<file path="config.mk">
export PLATFORM = sky130hd
export DESIGN_NAME = vsbre_randomizer_rs
export DESIGN_NICKNAME = d
export VERILOG_FILES = /design/src/verilog/vsbre_randomizer_rs.v
export VERILOG_INCLUDE_DIRS = /design/src /design/src/verilog
export SDC_FILE = /design/constraint.sdc
export NUM_CORES = 1
export LEC_CHECK = 0
export ABC_AREA = 1
export BUFFER_PORTS_ARGS = -buffer_cell sky130_fd_sc_hd__buf_2
export CAP_MARGIN = 25
export CORE_ASPECT_RATIO = 2
export CORE_MARGIN = 10
export CORE_UTILIZATION = 54
export DETAILED_ROUTE_END_ITERATION = 6
export HOLD_SLACK_MARGIN = 0.03
export PLACE_DENSITY = 0.73
export SYNTH_ARGS = -nofsm -noshare
export SYNTH_HDL_FRONTEND = slang
export SYNTH_SLANG_ARGS = --single-unit
</file>
<file path="constraint.sdc">
create_clock -name mclk -period 2.15 [get_ports mclk]
set_input_delay 0.215 -clock mclk [delete_from_list [all_inputs] [get_ports mclk]]
set_output_delay 0.215 -clock mclk [all_outputs]
set_load 0.01 [all_outputs]
</file>
<file path="src/verilog/vsbre_defines.vh">
// constants for the randomizer and reed-solomon front end
// assumes inclusion by bare name from the design file
`ifndef VSBRE_DEFINES_VH
`define VSBRE_DEFINES_VH

// ==========================================================
// symbol rate: base clock times multiplier over divider
`define VSBRE_SR_BASE_HZ 40'd4500000
`define VSBRE_SR_MUL 40'd684
`define VSBRE_SR_DIV 40'd286

// ==========================================================
// segment and field framing
`define VSBRE_SEG_SYMS 10'd832
`define VSBRE_SYNC_SYMS 10'd4
`define VSBRE_FIELD_SEGS 9'd313
`define VSBRE_FSYNC_SEG 9'd0
`define VSBRE_FIRST_DATA_SEG 9'd1

// ==========================================================
// byte block layout inside a data segment
`define VSBRE_BLOCK_BYTES 8'd207
`define VSBRE_DATA_BYTES 8'd187
`define VSBRE_PARITY_BYTES 20
`define VSBRE_TS_SYNC 8'h47

// ==========================================================
// randomizer: preload, feedback mask and tap positions
`define VSBRE_PRBS_PRELOAD 16'hf180
`define VSBRE_PRBS_FB 16'h1c65
`define VSBRE_RB0 0
`define VSBRE_RB1 2
`define VSBRE_RB2 3
`define VSBRE_RB3 6
`define VSBRE_RB4 10
`define VSBRE_RB5 11
`define VSBRE_RB6 12
`define VSBRE_RB7 13

// ==========================================================
// galois field: low byte of x^8+x^4+x^3+x^2+1, and alpha
`define VSBRE_GF_POLY 8'h1d
`define VSBRE_GF_ALPHA 8'h02

`endif

</file>
<file path="src/verilog/vsbre_randomizer_rs.v">
// randomizer and reed-solomon (207,187) encoder with segment framing
// assumes the byte source runs on mclk and is locked to the symbol rate
`timescale 1ns/1ns
`include "vsbre_defines.vh"

// What this block does
// - field is 313 segments, first is sync
// - segment is 4 sync plus 828 data
// - frame two fields, 312 packet segments each
// - packet sync byte skips randomizer and coder
// - 828 three-bit symbols carry 207 bytes
// - symbol rate is 4.5 MHz*684/286
// - segment rate Sr/832, frame rate /626
// - packet source locked to symbol pacing
// - payload XORed with 16-bit field-reset PRBS
// - sixteen stage generator, eight feedback taps
// - eight fixed taps XOR bitwise MSB first
// - preload f180 in sync before segment one
// - generator steps once per payload data byte, not in parity slots
// - coder input is the randomizer output
// - RS(207,187) code, twenty parity bytes
// - parity bytes follow the 187 data bytes
// - serial input, first bit is MSB
module vsbre_randomizer_rs #(
    parameter CLK_HZ = 10000000
) (
    // clock and reset
    input wire mclk,
    input wire rst_n,
    // parallel transport bytes from the multiplexer
    input wire [7:0] tsByte,
    input wire tsValid,
    output reg tsReady,
    // serial transport bits, used while serMode is high
    input wire serMode,
    input wire serBit,
    input wire serBitValid,
    // coded bytes toward the byte interleaver
    output reg [7:0] outByte,
    output reg outValid,
    output reg outParity,
    output reg outSegFirst,
    output reg outFieldFirst,
    // framing of the symbol stream
    output reg symTick,
    output reg segSync,
    output reg fieldSyncSegment,
    output reg fieldOdd,
    // error flags, one-cycle pulses
    output reg syncErr,
    output reg underrun
);

    // ==========================================================
    // galois field helpers

    // multiply two field elements
    function [7:0] gfMul;
        input [7:0] a;
        input [7:0] b;
        reg [7:0] x;
        reg [7:0] y;
        reg [7:0] p;
        integer k;
        begin
            x = a;
            y = b;
            p = 8'h00;
            for (k = 0; k < 8; k = k + 1) begin
                if (y[0]) begin
                    p = p ^ x;
                end
                y = {1'b0, y[7:1]};
                if (x[7]) begin
                    x = {x[6:0], 1'b0} ^ `VSBRE_GF_POLY;
                end else begin
                    x = {x[6:0], 1'b0};
                end
            end
            gfMul = p;
        end
    endfunction

    // product of (x + alpha^i) for i = 0..19, low 20 coefficients
    function [8*`VSBRE_PARITY_BYTES-1:0] genPoly;
        input dummy;
        reg [8*`VSBRE_PARITY_BYTES+7:0] g;
        reg [7:0] root;
        integer i;
        integer j;
        begin
            g = {(8*`VSBRE_PARITY_BYTES+8){1'b0}};
            g[7:0] = 8'h01;
            root = 8'h01;
            for (i = 0; i < `VSBRE_PARITY_BYTES; i = i + 1) begin
                for (j = `VSBRE_PARITY_BYTES; j > 0; j = j - 1) begin
                    g[j*8 +: 8] = g[(j-1)*8 +: 8] ^ gfMul(root, g[j*8 +: 8]);
                end
                g[7:0] = gfMul(root, g[7:0]);
                root = gfMul(root, `VSBRE_GF_ALPHA);
            end
            genPoly = g[8*`VSBRE_PARITY_BYTES-1:0];
            if (dummy) begin
                genPoly = g[8*`VSBRE_PARITY_BYTES-1:0];
            end
        end
    endfunction

    localparam PW = 8 * `VSBRE_PARITY_BYTES;
    localparam [PW-1:0] GEN = genPoly(1'b0);
    localparam [39:0] NCO_STEP = `VSBRE_SR_BASE_HZ * `VSBRE_SR_MUL;
    localparam [39:0] NCO_MOD = `VSBRE_SR_DIV * CLK_HZ;
    localparam NCO_SAT = (NCO_STEP >= NCO_MOD);
    localparam [15:0] PRBS_FB = `VSBRE_PRBS_FB;

    // ==========================================================
    // state

    reg [39:0] ncoAcc;
    reg symEn;
    reg [9:0] symCnt;
    reg [8:0] segCnt;
    reg pendSync;
    reg pendData;
    reg [15:0] prbs;
    reg [PW-1:0] par;
    reg [2:0] serCnt;
    reg [7:0] serShift;
    reg [7:0] serHold;
    reg serFull;
    reg firstOfSeg;
    reg firstOfField;

    // ==========================================================
    // decode of the symbol position

    wire [39:0] ncoSum = ncoAcc + NCO_STEP;
    wire lastSym = (symCnt == `VSBRE_SEG_SYMS - 10'd1);
    wire lastSeg = (segCnt == `VSBRE_FIELD_SEGS - 9'd1);
    wire inSync = (symCnt < `VSBRE_SYNC_SYMS);
    wire isFsSeg = (segCnt == `VSBRE_FSYNC_SEG);
    wire [7:0] byteIdx = symCnt[9:2] - 8'd1;
    wire syncSlot = symEn && !isFsSeg && (symCnt == 10'd0);
    wire byteSlot = symEn && !isFsSeg && !inSync && (symCnt[1:0] == 2'b00);
    wire dataSlot = byteSlot && (byteIdx < `VSBRE_DATA_BYTES);
    wire paritySlot = byteSlot && (byteIdx >= `VSBRE_DATA_BYTES);
    wire preload = syncSlot && (segCnt == `VSBRE_FIRST_DATA_SEG);

    // byte source: serial assembler or parallel port
    wire srcValid = serMode ? serFull : tsValid;
    wire [7:0] srcByte = serMode ? serHold : tsByte;
    wire take = tsReady && srcValid;
    wire miss = tsReady && !srcValid && symEn;
    wire doData = pendData && (take || miss);
    wire [7:0] dataIn = take ? srcByte : 8'h00;

    // randomizing byte from eight fixed generator taps
    wire [7:0] randByte = {prbs[`VSBRE_RB7], prbs[`VSBRE_RB6],
        prbs[`VSBRE_RB5], prbs[`VSBRE_RB4], prbs[`VSBRE_RB3],
        prbs[`VSBRE_RB2], prbs[`VSBRE_RB1], prbs[`VSBRE_RB0]};
    wire [7:0] rsIn = dataIn ^ randByte;
    wire [15:0] prbsStep = prbs[15] ?
        ({prbs[14:0], 1'b0} ^ {PRBS_FB[14:0], 1'b1}) :
        {prbs[14:0], 1'b0};

    // ==========================================================
    // parity feedback, one multiplier per coefficient

    wire [7:0] fb = rsIn ^ par[PW-1:PW-8];
    wire [PW-1:0] parNext;
    genvar gi;
    generate
        for (gi = 0; gi < `VSBRE_PARITY_BYTES; gi = gi + 1) begin : gCoef
            if (gi == 0) begin : gLow
                assign parNext[7:0] = gfMul(fb, GEN[7:0]);
            end else begin : gHigh
                assign parNext[gi*8 +: 8] = par[(gi-1)*8 +: 8] ^
                    gfMul(fb, GEN[gi*8 +: 8]);
            end
        end
    endgenerate

    // ==========================================================
    // symbol pacing: fractional divider of mclk

    // emits one symEn per symbol; saturates when mclk is too slow
    always @(posedge mclk) begin
        if (!rst_n) begin
            ncoAcc <= 40'h0;
            symEn <= 1'b0;
        end else if (NCO_SAT) begin
            ncoAcc <= 40'h0;
            symEn <= 1'b1;
        end else if (ncoSum >= NCO_MOD) begin
            ncoAcc <= ncoSum - NCO_MOD;
            symEn <= 1'b1;
        end else begin
            ncoAcc <= ncoSum;
            symEn <= 1'b0;
        end
    end

    // ==========================================================
    // segment, field and frame counters

    // symbol within segment, segment within field, field parity
    always @(posedge mclk) begin
        if (!rst_n) begin
            symCnt <= 10'h000;
            segCnt <= 9'h000;
            fieldOdd <= 1'b0;
            symTick <= 1'b0;
            segSync <= 1'b0;
            fieldSyncSegment <= 1'b0;
        end else begin
            symTick <= symEn;
            if (symEn) begin
                segSync <= inSync;
                fieldSyncSegment <= isFsSeg;
                if (lastSym) begin
                    symCnt <= 10'h000;
                    if (lastSeg) begin
                        segCnt <= 9'h000;
                        fieldOdd <= ~fieldOdd;
                    end else begin
                        segCnt <= segCnt + 9'd1;
                    end
                end else begin
                    symCnt <= symCnt + 10'd1;
                end
            end
        end
    end

    // ==========================================================
    // serial byte assembly

    // first bit in lands in the most significant position
    always @(posedge mclk) begin
        if (!rst_n) begin
            serCnt <= 3'h0;
            serShift <= 8'h00;
            serHold <= 8'h00;
            serFull <= 1'b0;
        end else begin
            if (serBitValid) begin
                serShift <= {serShift[6:0], serBit};
                serCnt <= serCnt + 3'd1;
            end
            // a completed byte wins over the take that clears it
            if (serBitValid && serCnt == 3'h7) begin
                serHold <= {serShift[6:0], serBit};
                serFull <= 1'b1;
            end else if (take && serMode) begin
                serFull <= 1'b0;
            end
        end
    end

    // ==========================================================
    // byte requests toward the multiplexer

    // one request per sync or data byte slot, none in parity slots, standing at most one symbol period
    always @(posedge mclk) begin
        if (!rst_n) begin
            tsReady <= 1'b0;
            pendSync <= 1'b0;
            pendData <= 1'b0;
        end else if (syncSlot) begin
            tsReady <= 1'b1;
            pendSync <= 1'b1;
            pendData <= 1'b0;
        end else if (dataSlot) begin
            tsReady <= 1'b1;
            pendSync <= 1'b0;
            pendData <= 1'b1;
        end else if (take || miss) begin
            tsReady <= 1'b0;
            pendSync <= 1'b0;
            pendData <= 1'b0;
        end
    end

    // ==========================================================
    // randomizer generator

    // preload before the first data segment, step per payload byte
    always @(posedge mclk) begin
        if (!rst_n) begin
            prbs <= `VSBRE_PRBS_PRELOAD;
        end else if (preload) begin
            prbs <= `VSBRE_PRBS_PRELOAD;
        end else if (doData) begin
            prbs <= prbsStep;
        end
    end

    // ==========================================================
    // parity register and coded byte output

    // data bytes pass through, then twenty parity bytes shift out
    always @(posedge mclk) begin
        if (!rst_n) begin
            par <= {PW{1'b0}};
            outByte <= 8'h00;
            outValid <= 1'b0;
            outParity <= 1'b0;
            outSegFirst <= 1'b0;
            outFieldFirst <= 1'b0;
            firstOfSeg <= 1'b0;
            firstOfField <= 1'b0;
        end else begin
            // qualifiers stand only in the cycle of their byte
            outValid <= 1'b0;
            outParity <= 1'b0;
            outSegFirst <= 1'b0;
            outFieldFirst <= 1'b0;
            if (syncSlot) begin
                par <= {PW{1'b0}};
                firstOfSeg <= 1'b1;
                firstOfField <= (segCnt == `VSBRE_FIRST_DATA_SEG);
            end else if (doData) begin
                par <= parNext;
                outByte <= rsIn;
                outValid <= 1'b1;
                outParity <= 1'b0;
                outSegFirst <= firstOfSeg;
                outFieldFirst <= firstOfField;
                firstOfSeg <= 1'b0;
                firstOfField <= 1'b0;
            end else if (paritySlot) begin
                par <= {par[PW-9:0], 8'h00};
                outByte <= par[PW-1:PW-8];
                outValid <= 1'b1;
                outParity <= 1'b1;
                outSegFirst <= 1'b0;
                outFieldFirst <= 1'b0;
            end
        end
    end

    // ==========================================================
    // error flags

    // sync byte is checked then dropped; data byte misses become fill bytes
    always @(posedge mclk) begin
        if (!rst_n) begin
            syncErr <= 1'b0;
            underrun <= 1'b0;
        end else begin
            syncErr <= take && pendSync &&
                (srcByte != `VSBRE_TS_SYNC);
            underrun <= miss;
        end
    end

endmodule

</file>
==> metrics.log <==
[metrics] transition time at the pin with the least slew margin: 618 ps
[metrics] CP required: 2570 ps
[metrics] number of buffers inserted by port buffering: 32
[metrics] CP max stage cell: sky130_fd_sc_hd__dfxtp_2
[metrics] crit share post-route: 132%
[metrics] Via density: 5.87
[metrics] smallest hold slack: 54.9 ps
[metrics] Die X: 131 µm
[metrics] sequential area share after synthesis: 35.6%
[metrics] worst vdd rail ir drop: 0.628 mV
[metrics] maximum net fanout on the critical path: 7
[metrics] final routed wire length divided by cell count: 22.0 µm
[metrics] FMAX: 353 MHz
[metrics] routability cong.: 1.01
[metrics] cells after synthesis: 1946
[metrics] maximum number of pins on one net before global-route repair: 140
[metrics] maximum capacitance violations: 0
[metrics] starting utilization of the core area: 54.7%
[metrics] violations in the final reports: DRC, setup timing
[metrics] DP HPWL: 36.8 mm
[metrics] Syn-to-layout area delta: 55.2%
[metrics] Global Route Usage Sum: 30.6%
[metrics] # rows: 81
[metrics] RSZ-0062 raised after global routing: true
[metrics] final hold violation count: 0
[metrics] number of flops mapped to enable cells by yosys: 0
[metrics] worst-path cell chain: nand2_4 > a21oi_4 > buf_6 > nand3_4 > nand2_4 > nand2_4 > nand2_8 > xor2_4 > clkinv_4 > nand2_4 > nand2_8 > inv_8 > nand2_4 > nand2_8 > xor2_4 > nand2_1 > nor2_1 > o21ai_1
[metrics] routed via count: 15625
[metrics] clock input transition at the sequential cells of the worst setup and hold paths: 70 ps
[metrics] share of post-route cells with drive strength above 1: 40.5%
[metrics] asr flop ratio synth: 0%
[metrics] TritonCTS clock tree: yes
[metrics] Yosys Warn Count: 0
[metrics] status: complete, but fails checks
[metrics] total of flip-flops plus latches after synthesis: 238
[metrics] Detail Route Antenna Nets: 0
[metrics] number of global-route vias before repair: 14510
[metrics] clock root buffer master: sky130_fd_sc_hd__clkbuf_16
[metrics] first-pass GRT wire length: 78.1 mm
[metrics] total I/O pin count: 33
[metrics] Longest Clk Path Bufs: 3
[metrics] TritonCTS buffer count: 22
[metrics] Post-synth top cells: sky130_fd_sc_hd__nand2_1 (505), sky130_fd_sc_hd__dfxtp_1 (238), sky130_fd_sc_hd__inv_1 (189), sky130_fd_sc_hd__nand3_1 (184), sky130_fd_sc_hd__o21ai_0 (148)
[metrics] classification of the worst-slack hold path: in2reg
[metrics] core outline area: 24400 µm²
[metrics] path type of the worst setup path: reg2reg
[metrics] clock tree sinks: 238
[metrics] leakage power total: 9.06 nW
[metrics] First DRT Iteration DRCs: 1371
[metrics] area fraction of the dominant cell type after synthesis: 35.6%
[metrics] overall power of the completed layout: 0.00859 W
[metrics] Post-Place Cells: 2531
[metrics] library cell with the largest summed area after synthesis: sky130_fd_sc_hd__dfxtp_1
[metrics] Finished Layout Cells: 2664
[metrics] minimum period implied by the final worst setup slack: 2840 ps
[metrics] Synth Net Count: 1967
[metrics] worst clock skew: 7.72 ps
[metrics] Critical Path Max Stage Delay: 350 ps
[metrics] Final Routed Wirelength: 58.6 mm
[metrics] clk_lat worst skew: 540 ps
[metrics] layout net count: 2339
[metrics] count leader, synth: sky130_fd_sc_hd__nand2_1
[metrics] die height: 243 µm
[metrics] endpoint kind of the worst setup timing path: register
[metrics] Cell Pwr Density: 414 nW/µm²
[metrics] antenna cell count: 0
[metrics] most used flip-flop cell after synthesis: sky130_fd_sc_hd__dfxtp_1
[metrics] min setup slack post-route: -686 ps
[metrics] cell types occupying the most area after synthesis: sky130_fd_sc_hd__dfxtp_1 (36%), sky130_fd_sc_hd__nand2_1 (14%), sky130_fd_sc_hd__nand3_1 (6.9%)
[metrics] total die area: 31800 µm²
[metrics] startpoint kind of the worst setup timing path: register
[metrics] total setup violations reported at the end of the flow: 169
[metrics] DRC Markers: 6
[metrics] total count of max-transition violations in the final report: 0
[metrics] Cell variety after synth: 50
[metrics] number of optimization iterations in the first detailed-route pass: 7
[metrics] gr ovfl total: 0
[metrics] most frequent cell on the critical path: sky130_fd_sc_hd__nand2_4
[metrics] slew margin rel.: 58.8%
[metrics] mean area per synthesized cell: 6.87 µm²
[metrics] H-tree depth: 1
[metrics] initial antenna violation count: 0
[metrics] worst endpoint data arrival time: 3260 ps
[metrics] Netlist Area Pre-Place: 13400 µm²
==> worst paths after layout <==
path / startpoint / to / slack [ps] / depth (start not counted)
hold / removal: serBitValid / serCnt[0] / 50 / 3
setup reg to reg: serFull / par[156] / -690 / 18
hold reg to reg: firstOfSeg / firstOfSeg / 460 / 2
setup / recovery: serFull / par[156] / -690 / 18
==> cell families (layout without fill, tap and decap cells) <==
kind of cell | count (synthesis) | in the layout | synth area share [%]
and+or+nand+nor | 931 | 931 | 31.0
AOI/OAI and AO/OA | 364 | 364 | 15.3
buffers and inverters | 298 | 684 | 9.03
DFF | 238 | 238 | 35.6
xor gates and xnor gates | 108 | 108 | 8.31
adders and majority gates | 7 | 7 | 0.655
==> cells in the final DEF (no fill, tap or decap), drive strengths merged, types with 2 or more instances in the layout <==
| master | count |
|---|---|
| nor4 | 3 |
| nor3 | 10 |
| dfxtp | 238 |
| a31oi | 15 |
| nand3b | 4 |
| nand4 | 23 |
| nand3 | 196 |
| xor2 | 84 |
| o21bai | 4 |
| o22ai | 5 |
| o21ai | 164 |
| and3 | 2 |
| inv | 201 |
| or2 | 11 |
| ha | 7 |
| xnor2 | 22 |
| a21oi | 111 |
| clkbuf | 35 |
| xnor3 | 2 |
| nand2 | 560 |
| buf | 437 |
| clkinv | 9 |
| nor2 | 121 |
| o211ai | 62 |
==> layout make-up <==
class	instances	area, µm²
clock inverter	6	47.5
sequential	238	4770
multi-input combinational	1410	10100
timing repair buffer	441	3960
tap	332	415
inverter	205	827
fill	1403	3670
clock buffer	32	648
==> routing by layer <==
metal  up-vias  share of wire (%)  global-route usage (%)
li1       7066                  -                       -
met1      7361                 31                    29.2
met2       810                 50                    56.5
met3       388                7.3                    3.90
met4         0                 11                    25.4
met5         -                  0                       0
==> registers in the layout, summed over array words and instances (netlist names), 3 cells and up <==
name / cells
prbs: 16
par: 160
symCnt: 10
outByte: 8
segCnt: 9
serHold: 8
serShift: 7
serCnt: 3
==> where the power goes <==
group	switching (W)	internal (W)
combinational	0.000172	0.0000841
clock	0.00180	0.00210
sequential	0.0000151	0.00443
total	0.00198	0.00661
==> critical path, delay by kind of cell (launching register included) <==
kind / cells / cell delay (ps)
compound gates: 2 / 350
simple gates: 11 / 1070
buf+inv: 3 / 470
flops: 1 / 350
xor+xnor: 2 / 470
==> stage by stage <==
stage                     util (%)  instance area, µm²  TNS [ps]  worst slack [ps]
after floorplan                  -               13700     -5220              -147
after global placement        67.2               16400    -74490              -763
after detailed placement      67.2               16400    -83820              -803
after CTS                     76.9               18800    -45680              -470
after global routing          85.0               20800    -82390              -738
final                         85.0               20800    -64540              -686
==> what timing repair did <==
action,4_1_cts,5_1_grt
hold buffers,1,0
resized for setup,315,342
setup buffers,39,66
hold endpoints to repair,2,0
cloned,0,2
endpoints found under the setup margin,171,178
pin swaps,85,147
Note: power is estimated with default switching activity, not from simulation.
